[src/verilog/brx_pkg.sv]
`default_nettype none
package brx_pkg;

  // ==========================================================
  // Timing
  localparam int CLK_MHZ      = 200;
  localparam int STAB_TIME_MS = 30;
  // Longest wait, rounded down to whole cycles
  localparam int STAB_CYCLES  = STAB_TIME_MS * 1000 * CLK_MHZ;
  localparam int STAB_W       = 23;
  localparam int SEL_W        = 2;
  localparam int DIV_W        = 3;
  localparam int CNT_W        = 4;

  // ==========================================================
  // Status word field positions
  localparam int STAT_GLOBAL_EN = 7;
  localparam int STAT_Z         = 6;
  localparam int STAT_CARRY     = 0;

  // ==========================================================
  // Types
  typedef enum logic [3:0] {
    OP_NO_OPERATION, OP_CARRY_SET, OP_CARRY_CLR, OP_ZERO_SET, OP_ZERO_CLR,
    OP_BIT_ONE, OP_BIT_ZERO, OP_LOOP_B, OP_LOOP_C, OP_LOOP_MEM,
    OP_INT_EN, OP_INT_DIS, OP_HALT, OP_STOP
  } brx_op_t;

  typedef enum logic [1:0] {SRC_SADDR, SRC_SFR, SRC_ACC, SRC_STATUS} brx_src_t;
  typedef enum logic [1:0] {WB_NONE, WB_REG_B, WB_REG_C, WB_MEM} brx_wb_t;
  typedef enum logic [2:0] {ST_OSC_WAIT, ST_IDLE, ST_EXEC, ST_HALT, ST_STOP} brx_state_t;

  typedef struct packed {
    brx_op_t    op;
    brx_src_t   src;
    logic [2:0] bit_sel;
    logic [7:0] disp;
  } brx_instr_t;

  typedef struct packed {
    logic [15:0] pc;
    logic [7:0]  program_status_word;
    logic [7:0]  acc;
    logic [7:0]  reg_b;
    logic [7:0]  reg_c;
    logic [7:0]  mem;
  } brx_operand_t;

  typedef struct packed {
    logic [15:0] pc;
    logic [7:0]  program_status_word;
    brx_wb_t     wb;
    logic [7:0]  wb_data;
  } brx_result_t;

  // ==========================================================
  // Functions
  function automatic logic [2:0] instr_len(brx_op_t op, brx_src_t src);
    case (op)
      OP_CARRY_SET, OP_CARRY_CLR, OP_ZERO_SET, OP_ZERO_CLR,
      OP_LOOP_B, OP_LOOP_C:          instr_len = 3'h2;
      OP_BIT_ONE, OP_BIT_ZERO:       instr_len = (src == SRC_ACC) ? 3'h3 : 3'h4;
      OP_LOOP_MEM, OP_INT_EN, OP_INT_DIS: instr_len = 3'h3;
      default:                       instr_len = 3'h1;
    endcase
  endfunction

  function automatic logic [CNT_W-1:0] instr_clocks(brx_op_t op, brx_src_t src);
    case (op)
      OP_CARRY_SET, OP_CARRY_CLR, OP_ZERO_SET, OP_ZERO_CLR,
      OP_LOOP_B, OP_LOOP_C, OP_INT_EN, OP_INT_DIS: instr_clocks = 4'h6;
      OP_BIT_ONE, OP_BIT_ZERO:      instr_clocks = (src == SRC_ACC) ? 4'h8 : 4'ha;
      OP_LOOP_MEM:                  instr_clocks = 4'h8;
      default:                      instr_clocks = 4'h2;
    endcase
  endfunction

  function automatic logic [15:0] sext(logic [7:0] d);
    sext = {{8{d[7]}}, d};
  endfunction

  // Divider terminal count: divide by 1, 2, 4 or 8
  function automatic logic [DIV_W-1:0] div_last(logic [SEL_W-1:0] sel);
    div_last = DIV_W'((4'h1 << sel) - 4'h1);
  endfunction

endpackage
`default_nettype wire

[src/verilog/brx_clk_div.sv]
`timescale 1ns/1ps
`default_nettype none
module brx_clk_div
  import brx_pkg::*;
(
  input  wire logic             ref_clk,
  input  wire logic             reset_n,
  input  wire logic             run,
  input  wire logic [SEL_W-1:0] sel,
  output logic                  tick
);

  logic [DIV_W-1:0] cnt;
  logic [DIV_W-1:0] next_cnt;

  // ==========================================================
  // One-cycle enable per CPU clock; counter cleared to zero while stopped
  assign tick = run && (cnt >= div_last(sel));

  always_comb begin
    next_cnt = cnt;
    if (tick || !run) begin
      next_cnt = '0;
    end else begin
      next_cnt = cnt + 3'h1;
    end
  end

  always_ff @(posedge ref_clk or negedge reset_n) begin
    if (!reset_n) begin
      cnt <= '0;
    end else begin
      cnt <= next_cnt;
    end
  end

endmodule // brx_clk_div
`default_nettype wire

[src/verilog/brx_osc_timer.sv]
`timescale 1ns/1ps
`default_nettype none
module brx_osc_timer
  import brx_pkg::*;
#(
  parameter int CYCLES = STAB_CYCLES
)(
  input  wire logic ref_clk,
  input  wire logic reset_n,
  input  wire logic start,
  output logic      stable
);

  localparam logic [STAB_W-1:0] LOAD = STAB_W'(CYCLES - 1);

  logic [STAB_W-1:0] cnt;
  logic [STAB_W-1:0] next_cnt;

  // ==========================================================
  // Counts from reset release, and again from each restart
  assign stable = (cnt == '0);

  always_comb begin
    next_cnt = cnt;
    if (start) begin
      next_cnt = LOAD;
    end else if (!stable) begin
      next_cnt = cnt - 23'h1;
    end
  end

  always_ff @(posedge ref_clk or negedge reset_n) begin
    if (!reset_n) begin
      cnt <= LOAD;
    end else begin
      cnt <= next_cnt;
    end
  end

endmodule // brx_osc_timer
`default_nettype wire

[src/verilog/brx_exec.sv]
// Functional notes
// - Flag branches: 2 bytes, 6 clocks, relative
// - Bit-one on saddr/sfr: 4 bytes, 10 clocks
// - Bit-one on accumulator: 3 bytes, 8 clocks
// - Bit-one on status word: 4 bytes, 10
// - Bit-zero forms mirror bit-one, branch on 0
// - Register loop: decrement, branch if nonzero
// - Memory loop: decrement, write back, branch
// - Interrupt enable sets global enable flag
// - Interrupt disable clears global enable flag
// - Each counted clock is one CPU clock
// - Wait oscillator stabilization after reset/stop
`timescale 1ns/1ps
`default_nettype none
module brx_exec
  import brx_pkg::*;
#(
  parameter int STAB_CYCLES_P = STAB_CYCLES
)(
  input  wire logic             ref_clk,
  input  wire logic             reset_n,
  input  wire logic [SEL_W-1:0] cpu_clk_sel,
  input  wire logic             wake_pin,
  input  wire logic             instr_valid,
  input  wire brx_instr_t       instr,
  input  wire brx_operand_t     opnd,
  output logic                  instr_ready,
  output logic                  done,
  output brx_result_t           result,
  output logic                  cpu_halted,
  output logic                  osc_stopped
);

  brx_state_t       state;
  brx_state_t       next_state;
  logic [CNT_W-1:0] cnt;
  logic [CNT_W-1:0] next_cnt;
  brx_op_t          op_q;
  brx_op_t          next_op;
  brx_result_t      res;
  brx_result_t      next_res;
  logic             next_done;
  logic             done_q;
  logic             tick;
  logic             osc_stable;
  logic             osc_start;
  logic             fire;
  logic             wake_meta;
  logic             wake_sync;
  logic             bit_val;
  logic             taken;
  logic [2:0]       len;
  logic [7:0]       dec;
  brx_result_t      calc;
  logic [15:0]      pc_disp;

  // ==========================================================
  // Wake pin crosses in from outside
  always_ff @(posedge ref_clk or negedge reset_n) begin
    if (!reset_n) begin
      wake_meta <= 1'b0;
      wake_sync <= 1'b0;
    end else begin
      wake_meta <= wake_pin;
      wake_sync <= wake_meta;
    end
  end

  // ==========================================================
  // CPU clock enable; frozen in both standby modes
  brx_clk_div u_div (
    .ref_clk (ref_clk),
    .reset_n (reset_n),
    .run     (state == ST_IDLE || state == ST_EXEC),
    .sel     (cpu_clk_sel),
    .tick    (tick)
  );

  // Restarted when stop is released
  assign osc_start = (state == ST_STOP) && wake_sync;

  brx_osc_timer #(.CYCLES(STAB_CYCLES_P)) u_osc (
    .ref_clk (ref_clk),
    .reset_n (reset_n),
    .start   (osc_start),
    .stable  (osc_stable)
  );

  // ==========================================================
  // Handshake: one instruction per CPU clock edge when idle
  assign instr_ready = (state == ST_IDLE) && tick;
  assign fire        = instr_valid && instr_ready;
  assign cpu_halted  = (state == ST_HALT);
  assign osc_stopped = (state == ST_STOP);
  assign done        = done_q;
  assign result      = res;
  assign pc_disp     = opnd.pc + sext(instr.disp);

  // ==========================================================
  // Decode and condition; operands are sampled at issue
  always_comb begin
    bit_val = 1'b0;
    taken   = 1'b0;
    dec     = 8'h00;
    len     = instr_len(instr.op, instr.src);
    calc    = '{pc: 16'h0000, program_status_word: opnd.program_status_word, wb: WB_NONE, wb_data: 8'h00};
    case (instr.src)
      SRC_SADDR, SRC_SFR: bit_val = opnd.mem[instr.bit_sel];
      SRC_ACC:            bit_val = opnd.acc[instr.bit_sel];
      SRC_STATUS:         bit_val = opnd.program_status_word[instr.bit_sel];
      default:            bit_val = 1'b0;
    endcase
    case (instr.op)
      OP_CARRY_SET: taken = opnd.program_status_word[STAT_CARRY];
      OP_CARRY_CLR: taken = !opnd.program_status_word[STAT_CARRY];
      OP_ZERO_SET:  taken = opnd.program_status_word[STAT_Z];
      OP_ZERO_CLR:  taken = !opnd.program_status_word[STAT_Z];
      OP_BIT_ONE:   taken = bit_val;
      OP_BIT_ZERO:  taken = !bit_val;
      OP_LOOP_B: begin
        dec     = opnd.reg_b - 8'h01;
        calc.wb = WB_REG_B;
        taken   = (dec != 8'h00);
      end
      OP_LOOP_C: begin
        dec     = opnd.reg_c - 8'h01;
        calc.wb = WB_REG_C;
        taken   = (dec != 8'h00);
      end
      OP_LOOP_MEM: begin
        dec     = opnd.mem - 8'h01;
        calc.wb = WB_MEM;
        taken   = (dec != 8'h00);
      end
      OP_INT_EN:  calc.program_status_word[STAT_GLOBAL_EN] = 1'b1;
      OP_INT_DIS: calc.program_status_word[STAT_GLOBAL_EN] = 1'b0;
      default:    taken = 1'b0;
    endcase
    calc.wb_data = dec;
    // Untaken path falls through and leaves the flags alone
    if (taken) begin
      calc.pc = pc_disp + 16'(len);
    end else begin
      calc.pc = opnd.pc + 16'(len);
    end
  end

  // ==========================================================
  // Sequencer: counts CPU clocks, then enters standby if asked
  always_comb begin
    next_state = state;
    next_cnt   = cnt;
    next_op    = op_q;
    next_res   = res;
    next_done  = 1'b0;
    case (state)
      ST_OSC_WAIT: begin
        if (osc_stable) begin
          next_state = ST_IDLE;
        end
      end
      ST_IDLE: begin
        if (fire) begin
          next_res   = calc;
          next_op    = instr.op;
          next_cnt   = instr_clocks(instr.op, instr.src) - 4'h1;
          next_state = ST_EXEC;
        end
      end
      ST_EXEC: begin
        if (tick) begin
          next_cnt = cnt - 4'h1;
          if (cnt == 4'h1) begin
            next_done = 1'b1;
            if (op_q == OP_HALT) begin
              next_state = ST_HALT;
            end else if (op_q == OP_STOP) begin
              next_state = ST_STOP;
            end else begin
              next_state = ST_IDLE;
            end
          end
        end
      end
      ST_HALT: begin
        if (wake_sync) begin
          next_state = ST_IDLE;
        end
      end
      ST_STOP: begin
        if (wake_sync) begin
          next_state = ST_OSC_WAIT;
        end
      end
      default: next_state = ST_OSC_WAIT;
    endcase
  end

  always_ff @(posedge ref_clk or negedge reset_n) begin
    if (!reset_n) begin
      state  <= ST_OSC_WAIT;
      cnt    <= '0;
      op_q   <= OP_NO_OPERATION;
      res    <= '0;
      done_q <= 1'b0;
    end else begin
      state  <= next_state;
      cnt    <= next_cnt;
      op_q   <= next_op;
      res    <= next_res;
      done_q <= next_done;
    end
  end

  // ==========================================================
  // Checking helpers: CPU clocks seen since issue
  logic [CNT_W-1:0] ticks_seen;
  logic [CNT_W-1:0] clocks_q;

  always_ff @(posedge ref_clk or negedge reset_n) begin
    if (!reset_n) begin
      ticks_seen <= '0;
      clocks_q   <= '0;
    end else if (fire) begin
      ticks_seen <= '0;
      clocks_q   <= instr_clocks(instr.op, instr.src);
    end else if (state == ST_EXEC && tick) begin
      ticks_seen <= ticks_seen + 4'h1;
    end
  end

  // ==========================================================
  // Assertions
  flag_branch_a: assert property (@(posedge ref_clk) disable iff (!reset_n)
    fire && instr.op == OP_CARRY_SET && opnd.program_status_word[STAT_CARRY]
      |=> result.pc == $past(pc_disp) + 16'h0002)
    else $error("carry branch target wrong");

  bit_mem_a: assert property (@(posedge ref_clk) disable iff (!reset_n)
    fire && instr.op == OP_BIT_ONE && instr.src == SRC_SFR && bit_val
      |=> result.pc == $past(pc_disp) + 16'h0004)
    else $error("sfr bit branch target wrong");

  bit_acc_a: assert property (@(posedge ref_clk) disable iff (!reset_n)
    fire && instr.op == OP_BIT_ONE && instr.src == SRC_ACC && bit_val
      |=> result.pc == $past(pc_disp) + 16'h0003)
    else $error("accumulator bit branch target wrong");

  bit_status_a: assert property (@(posedge ref_clk) disable iff (!reset_n)
    fire && instr.op == OP_BIT_ONE && instr.src == SRC_STATUS && bit_val
      |=> result.pc == $past(pc_disp) + 16'h0004)
    else $error("status bit branch target wrong");

  bit_zero_a: assert property (@(posedge ref_clk) disable iff (!reset_n)
    fire && instr.op == OP_BIT_ZERO && instr.src == SRC_ACC && !bit_val
      |=> result.pc == $past(pc_disp) + 16'h0003 && clocks_q == 4'h8)
    else $error("bit zero branch wrong");

  loop_reg_a: assert property (@(posedge ref_clk) disable iff (!reset_n)
    fire && instr.op == OP_LOOP_B
      |=> result.wb == WB_REG_B && result.wb_data == $past(opnd.reg_b) - 8'h01)
    else $error("register loop decrement wrong");

  loop_mem_a: assert property (@(posedge ref_clk) disable iff (!reset_n)
    fire && instr.op == OP_LOOP_MEM && opnd.mem == 8'h01
      |=> result.wb == WB_MEM && result.pc == $past(opnd.pc) + 16'h0003)
    else $error("memory loop exit wrong");

  int_en_a: assert property (@(posedge ref_clk) disable iff (!reset_n)
    fire && instr.op == OP_INT_EN |=> result.program_status_word[STAT_GLOBAL_EN] && clocks_q == 4'h6)
    else $error("enable flag not set");

  int_dis_a: assert property (@(posedge ref_clk) disable iff (!reset_n)
    fire && instr.op == OP_INT_DIS |=> !result.program_status_word[STAT_GLOBAL_EN])
    else $error("enable flag not cleared");

  clock_count_a: assert property (@(posedge ref_clk) disable iff (!reset_n)
    done |-> ticks_seen == clocks_q - 4'h1)
    else $error("instruction clock count wrong");

  osc_wait_a: assert property (@(posedge ref_clk) disable iff (!reset_n)
    osc_start |=> !instr_ready [*8])
    else $error("issue during oscillator wait");

  untaken_a: assert property (@(posedge ref_clk) disable iff (!reset_n)
    fire && instr.op == OP_ZERO_SET && !opnd.program_status_word[STAT_Z]
      |=> result.pc == $past(opnd.pc) + 16'h0002 && result.program_status_word == $past(opnd.program_status_word))
    else $error("untaken branch wrong");

  standby_a: assert property (@(posedge ref_clk) disable iff (!reset_n)
    done && op_q == OP_STOP |-> osc_stopped && clocks_q == 4'h2)
    else $error("stop entry wrong");

  halt_entry_a: assert property (@(posedge ref_clk) disable iff (!reset_n)
    done && op_q == OP_HALT |-> cpu_halted && clocks_q == 4'h2)
    else $error("halt entry wrong");

  bit_clear_a: assert property (@(posedge ref_clk) disable iff (!reset_n)
    fire && instr.op == OP_BIT_ZERO && instr.src == SRC_SADDR && bit_val
      |=> result.pc == $past(opnd.pc) + 16'h0004 && clocks_q == 4'ha)
    else $error("bit zero fall through wrong");

endmodule // brx_exec
`default_nettype wire

[config.mk]
export PLATFORM = sky130hd
export DESIGN_NAME = brx_exec
export DESIGN_NICKNAME = d
export VERILOG_FILES = /design/src/verilog/brx_pkg.sv /design/src/verilog/brx_clk_div.sv /design/src/verilog/brx_osc_timer.sv /design/src/verilog/brx_exec.sv
export SDC_FILE = /design/constraint.sdc
export NUM_CORES = 1
export LEC_CHECK = 0
export ABC_CLOCK_PERIOD_IN_PS = 2200
export BUFFER_PORTS_ARGS = -buffer_cell sky130_fd_sc_hd__buf_2
export CAP_MARGIN = 20
export CORE_MARGIN = 1.5
export CORE_UTILIZATION = 52
export CTS_BUF_LIST = sky130_fd_sc_hd__clkbuf_8
export CTS_CLUSTER_DIAMETER = 150
export DETAILED_ROUTE_END_ITERATION = 8
export PLACE_DENSITY = 0.86
export SLEW_MARGIN = 15
export SYNTH_ARGS = -nofsm -noshare
export SYNTH_HDL_FRONTEND = slang
export SYNTH_HIERARCHICAL = 1
export SYNTH_SLANG_ARGS = --single-unit
[constraint.sdc]
create_clock -name ref_clk -period 2.2 [get_ports ref_clk]
set_input_delay 0.11 -clock ref_clk [delete_from_list [all_inputs] [get_ports ref_clk]]
set_output_delay 0.11 -clock ref_clk [all_outputs]
set_load 0.02 [all_outputs]
# Word level (Yosys, flattened, before mapping)
# Index checks and enable logic that the tools add are counted.
# word_totals
in_bits,79
romBits,0
latchBits,0
mem_count,0
reg_bits,74
mem_bits_rw,0
elab_cells,115
# op_classes
n_reduce_logical,25
shifts,1
mux,36
bitwise,0
mul,0
n_eq_ne,28
div,0
magnitude_cmp,2
add_sub_neg,11
# op_table
cell,n
two-way mux 23 bit,2
adder 16 x 3 -> 16 bit,2
two-way mux 3 bit,10
"equality test 4 bit, second input constant",6
case mux 8 bit (3 select lines),1
nonzero test 8 bit,3
"subtractor 8 x 1 -> 8 bit, second input constant",3
zero test 23 bit,1
"subtractor 23 x 1 -> 23 bit, second input constant",1
adder 16 bit,1
"equality test 4 x 3 -> 1 bit, second input constant",4
two-way mux 16 bit,1
two-way mux 4 bit,4
case mux 3 bit (5 select lines),1
case mux 4 bit (3 select lines),1
binary-select mux 1 bit (select 3 bit),3
case mux 1 bit (9 select lines),1
case mux 3 bit (3 select lines),1
"equality test 4 x 1 -> 1 bit, second input constant",2
"equality test 4 x 2 -> 1 bit, second input constant",2
"!= test 2 x 1 -> 1 bit, second input constant",4
case mux 4 bit (2 select lines),1
OR reduction 8 bit,1
"subtractor 4 x 1 -> 4 bit, second input constant",2
28 further kinds,45

# Longest topological paths before layout
# depth
ltp_word,11
ltp_mapped,17
ltp_nobuf,17

# Cells and area by module
# The synthesis kept the hierarchy.
# by_module_without_submodules
mod,n_inst,cells_each,area_per_inst_um2
brx_exec,1,513,4327.9
brx_osc_timer,1,150,1430.1
brx_clk_div,1,22,219.0

# Worst setup path before layout
# No wires, ideal clock.
# synth_path
path_type,input-to-reg
from,in instr[14] in the netlist's numbering
to,"reg res, in the netlist result[33]"
required_time_ns,2.123
n_path_buf,2
setup_ns,0.077
setup_slack_ns,-1.210
t_arrival_ns,3.334
path_stages,17
path_cell_list,buf_2 -> clkbuf_1 -> nor3_1 -> a31oi_1 -> o21a_1 -> fa_1 -> ha_1 -> inv_1 -> fa_1 -> nor2b_1 -> o31a_1 -> o211ai_1 -> a311oi_1 -> o21ai_0 -> and3_1 -> o21a_1 -> o21ai_1
# synth_between
elab_chain_len,5
word_cells_on_any_way,19
cone_classes,add/sub: 2; eq/ne: 11; mux: 3; reduce/logical: 3
# synth_lines
element,line_no,rtl
start: declaration,brx_exec.sv:25,"input wire brx_instr_t instr,"
"equality test 4 bit, or another cell as far along","brx_pkg.sv:59, brx_exec.sv:113",
"OR reduction 6 bit, or another cell as far along",brx_pkg.sv:59,case (op)
case mux 3 bit (3 select lines),brx_pkg.sv:59,
adder 16 x 3 -> 16 bit (on tied branches),"brx_exec.sv:144, brx_exec.sv:142",
two-way mux 16 bit *,brx_exec.sv:141,if (taken) begin
end signal: assignment,brx_exec.sv:210,res <= next_res;
end: declaration,brx_exec.sv:40,brx_result_t res;
# Every way passes the cells marked *; elsewhere a longest branch is shown, timed or not.
# A chain may end at the register's enable or synchronous reset.

# Worst setup path in the final report
# Same ends and word-level chain as after synthesis.

==> results by group <==
Timing
  • Period minus WS final: 2940 ps
  • Worst-case headroom to the max-slew limit: 38.2%
  • Setup repair after global routing missed its margin: true
  • Achievable frequency: 340 MHz
  • Final-layout setup total negative slack: -5890 ps
  • Final worst-path setup slack: -742 ps
  • Final setup fails: 13
  • Maximum clock skew at final layout: 10.4 ps
  • Transition time at the pin with the least slew margin: 926 ps
  • Share of the cycle needed by the critical path after routing: 134%
  • Final-report hold violation count: 0
  • Number of pins with negative max-slew slack in the final report: 0

Worst setup path
  • CP startpoint kind: primary input
  • Ordered list of cells on the worst path: buf_8 -> nand2b_4 -> nor2_2 -> o21ai_2 -> o21a_1 -> fa_1 -> ha_2 -> inv_2 -> fa_2 -> nor2b_2 -> o31a_1 -> o211ai_1 -> a311oi_2 -> o21ai_1 -> and3_1 -> o21a_1 -> o21ai_1
  • Worst R2R Setup Slack: -40 ps
  • Type of the setup path with the least slack: primary input to flip-flop
  • Kind of end point of the critical path: flip-flop
  • Origin of the critical flop-to-flop path: u_div/cnt[2]
  • Critical Path Fanout Max: 5
  • Reg-to-reg endpoint: state[0]
  • Max incr delay on CP: 500 ps
  • Arrival time at the worst endpoint: 3230 ps
  • Required time reported for the critical path endpoint: 2490 ps
  • Number of cells on the worst reg-to-reg path: 9
  • Cell with the largest stage delay on the worst path: sky130_fd_sc_hd__fa_1

Die
  • Initial standard-cell utilization of the core: 54.2%
  • Horizontal die dimension: 110 um
  • Core region area: 0.0110 mm^2
  • Count of standard-cell rows: 38
  • Area of the die: 0.0121 mm^2
  • Vert. Die Dim: 110 um
  • Boundary Pins: 117

Clocking
  • Clk pin slew, worst setup/hold paths: 70 ps
  • H-tree depth reported by CTS: 3
  • CTS tree: yes
  • CTS sink cnt: 74
  • CTS Buffer Depth: 2
  • CTS Buf Count: 9
  • Clock root buffer: sky130_fd_sc_hd__clkbuf_8
  • Insertion delay of the later-clocked pin in the worst-skew pair: 370 ps

Global route
  • Met2 track demand over resource in global routing: 50.5%
  • Total grt overflow: 0
  • Number of global-route vias before repair: 6086
  • Global-route wire length before repair: 28.0 mm
  • Met3 demand-to-capacity share in global routing: 5.58%
  • Maximum number of pins on one net before global-route repair: 75
  • Highest-utilization routing layer at the global route stage: met2
  • Grt met1 use: 36.3%
  • Global-route total usage across every layer: 30.0%
  • Initial antenna violation count: 0

Min path
  • Worst hold path depth: 3
  • Class of the tightest hold or removal check: primary input to flip-flop
  • Origin of the worst min-delay path: opnd[34]
  • Worst hold path endpoint: result[12]

Status
  • Outcome: finished with violations
  • Failing checks: setup timing

Finish
  • Total number of nets in the final design: 1038
  • Synth-to-layout area growth: 35.8%
  • Final design instance area without fill: 0.00812 mm^2
  • Count of antenna diodes in the layout: 0
  • Fraction of layout cells with a size suffix above 1: 36.8%
  • Number of fill cells in the layout: 725
  • Most frequent cells in the layout: sky130_fd_sc_hd__buf_4, sky130_fd_sc_hd__buf_2, sky130_fd_sc_hd__nand2_1
  • Commonest non-fill, non-tap cell in the layout: sky130_fd_sc_hd__buf_4

Synthesis
  • Warnings, synthesis: 6
  • Simple-Gate Fraction of Synth Area: 23.7%
  • Area fraction in compound gates after synthesis: 16.6%
  • Post-Syn Area: 0.00598 mm^2
  • Post-synthesis mux area share: 7.54%
  • Async SR Flop Fraction: 100%
  • Count of flip-flops with a built-in enable after synthesis: 0
  • Cell count after synthesis: 685
  • Mapped Avg Cell Area: 8.73 um^2
  • Post-synthesis cell type with the largest combined area: sky130_fd_sc_hd__dfrtp_1
  • Register area share after synthesis: 31.3%
  • Largest family of logic cells by synthesized area: simple AND/OR/NAND/NOR gates
  • Cells taking the most area after synthesis: sky130_fd_sc_hd__dfrtp_1, sky130_fd_sc_hd__ha_1, sky130_fd_sc_hd__dfstp_2
  • Post-synthesis xor/xnor area fraction: 6.45%
  • Netlist cell types: 78
  • Fraction of post-synthesis cell area in the top cell type by area: 24.3%
  • Syn Nets: 812
  • Synthesized-area fraction occupied by adder cells: 10.7%
  • Number of register bits inferred by synthesis: 74
  • Post-synth top flop: sky130_fd_sc_hd__dfrtp_1

Job
  • Max-cap violations: 0

Detailed routing
  • Routed wire length: 18.3 mm
  • WL/cell: 17.3 um
  • Length of the first detailed-routing pass in iterations: 6
  • Total DRC errors in the routed layout: 0
  • Starting DRC count in detailed routing: 426
  • Number of vias after detailed routing: 6206
  • Post-detailed-route count of antenna-violating nets: 0
  • Routed vias/inst: 5.88

Power
  • Static leakage: 3.80 nW
  • VDD IR-drop max: 0.502 mV
  • Pwr per Cell Area: 800 mW/mm^2

Placement
  • Count of input and output buffers: 116
  • DPL Wire Length: 12.6 mm
  • GPL Wtd Cong: 0.922
  • Placed cell areas: 0.00750 mm^2
## stage by stage
stage | std cells | utilization [%] | worst slack (ps) | power [W] | hold slack, ps
5_1_grt | 1056 | 73.6 | -816 | 0.00685 | 14.3
3_5_place_dp | 1022 | 68.0 | -1200 | 0.00505 | 228
2_1_floorplan | 685 | - | -998 | 0.00393 | -186
6_report | 1056 | 73.6 | -742 | 0.00649 | 21.6
4_1_cts | 1052 | 72.1 | -542 | 0.00628 | 9.02
3_3_place_gp | 1022 | 68.0 | -1060 | 0.00492 | 223
## layer usage
layer	routed length [um]	up-vias
met5	0	-
met4	881	0
met3	1080	76
met2	9060	261
met1	7300	2960
li1	-	2909
## cells in the mapped netlist, drive strengths merged, types with 2 or more instances
library cell / count
nor3: 23
or4: 5
clkbuf: 18
o22ai: 10
o21ai: 45
o31ai: 4
mux2: 9
nand4: 5
a2111oi: 5
nand3: 17
a211oi: 6
xnor2: 36
and2: 6
nor2b: 23
inv: 24
nor3b: 2
or2: 2
fa: 5
nand4b: 3
nand3b: 3
a31oi: 8
nand2b: 13
or3: 9
o311ai: 3
o31a: 3
nor2: 74
and3: 5
nand2: 83
o211ai: 4
buf: 9
xor2: 8
dfrtp: 58
a21o: 4
mux4: 7
a41oi: 3
dfstp: 16
o21a: 10
mux2i: 18
a21oi: 30
ha: 43
nor4: 8
## worst max-delay path: cells and delay by family
kind	cells	cell delay, ps
AOI/OAI and AO/OA	8	1320
adders and majority gates	3	1050
buffers and inverters	2	160
and+or+nand+nor	4	600
## area by class of cell
| cell class | count | area [um^2] | share of cell area [%] |
|---|---|---|---|
| multi-input combinational | 560 | 4170 | 51.4 |
| sequential | 74 | 1870 | 23.1 |
| timing repair buffer | 242 | 1610 | 19.8 |
| tap | 140 | 175 | 2.16 |
| clock buffer | 11 | 151 | 1.86 |
| inverter | 24 | 90.1 | 1.11 |
| clock inverter | 5 | 46.3 | 0.570 |
## repair_timing
item | CTS | global route
buffers inserted | 9 | 5
hold buffers | 6 | 0
gates resized for setup | 30 | 31
pin swaps | 34 | 22
hold endpoints to repair | 63 | 0
setup endpoints to repair | 29 | 41
## kinds of logic after synthesis
group,Yosys count
flip-flops,74
AND/OR/NAND/NOR,285
XOR/XNOR,44
adder cells (fa/ha/maj),48
AO/OA/AOI/OAI,149
buffers and inverters,51
multiplexers,34
## how the worst max path moves through the flow
stage,endpoint,startpoint,slack (ps),cells after the start
floorplan,result[33],instr[14],-1000,17
global placement,result[33],instr[12],-1060,17
detailed placement,result[33],instr[12],-1200,17
CTS,result[33],instr[12],-540,17
global route,result[29],instr[12],-820,18
finish,result[33],instr[14],-740,17
## flip-flops by register name, summed over array words and instances (netlist names)
register,count
wake_sync,1
op_q,4
result,34
u_osc/cnt,23
done,1
wake_meta,1
state,3
cnt,4
u_div/cnt,3
## power by group
part	switching (W)	leakage [nW]	internal, W
sequential	0.000407	0.917	0.00187
clock	0.000515	0.113	0.000573
combinational	0.00170	2.77	0.00143
total	0.00263	3.80	0.00387
(Power assumes the default switching activity.)
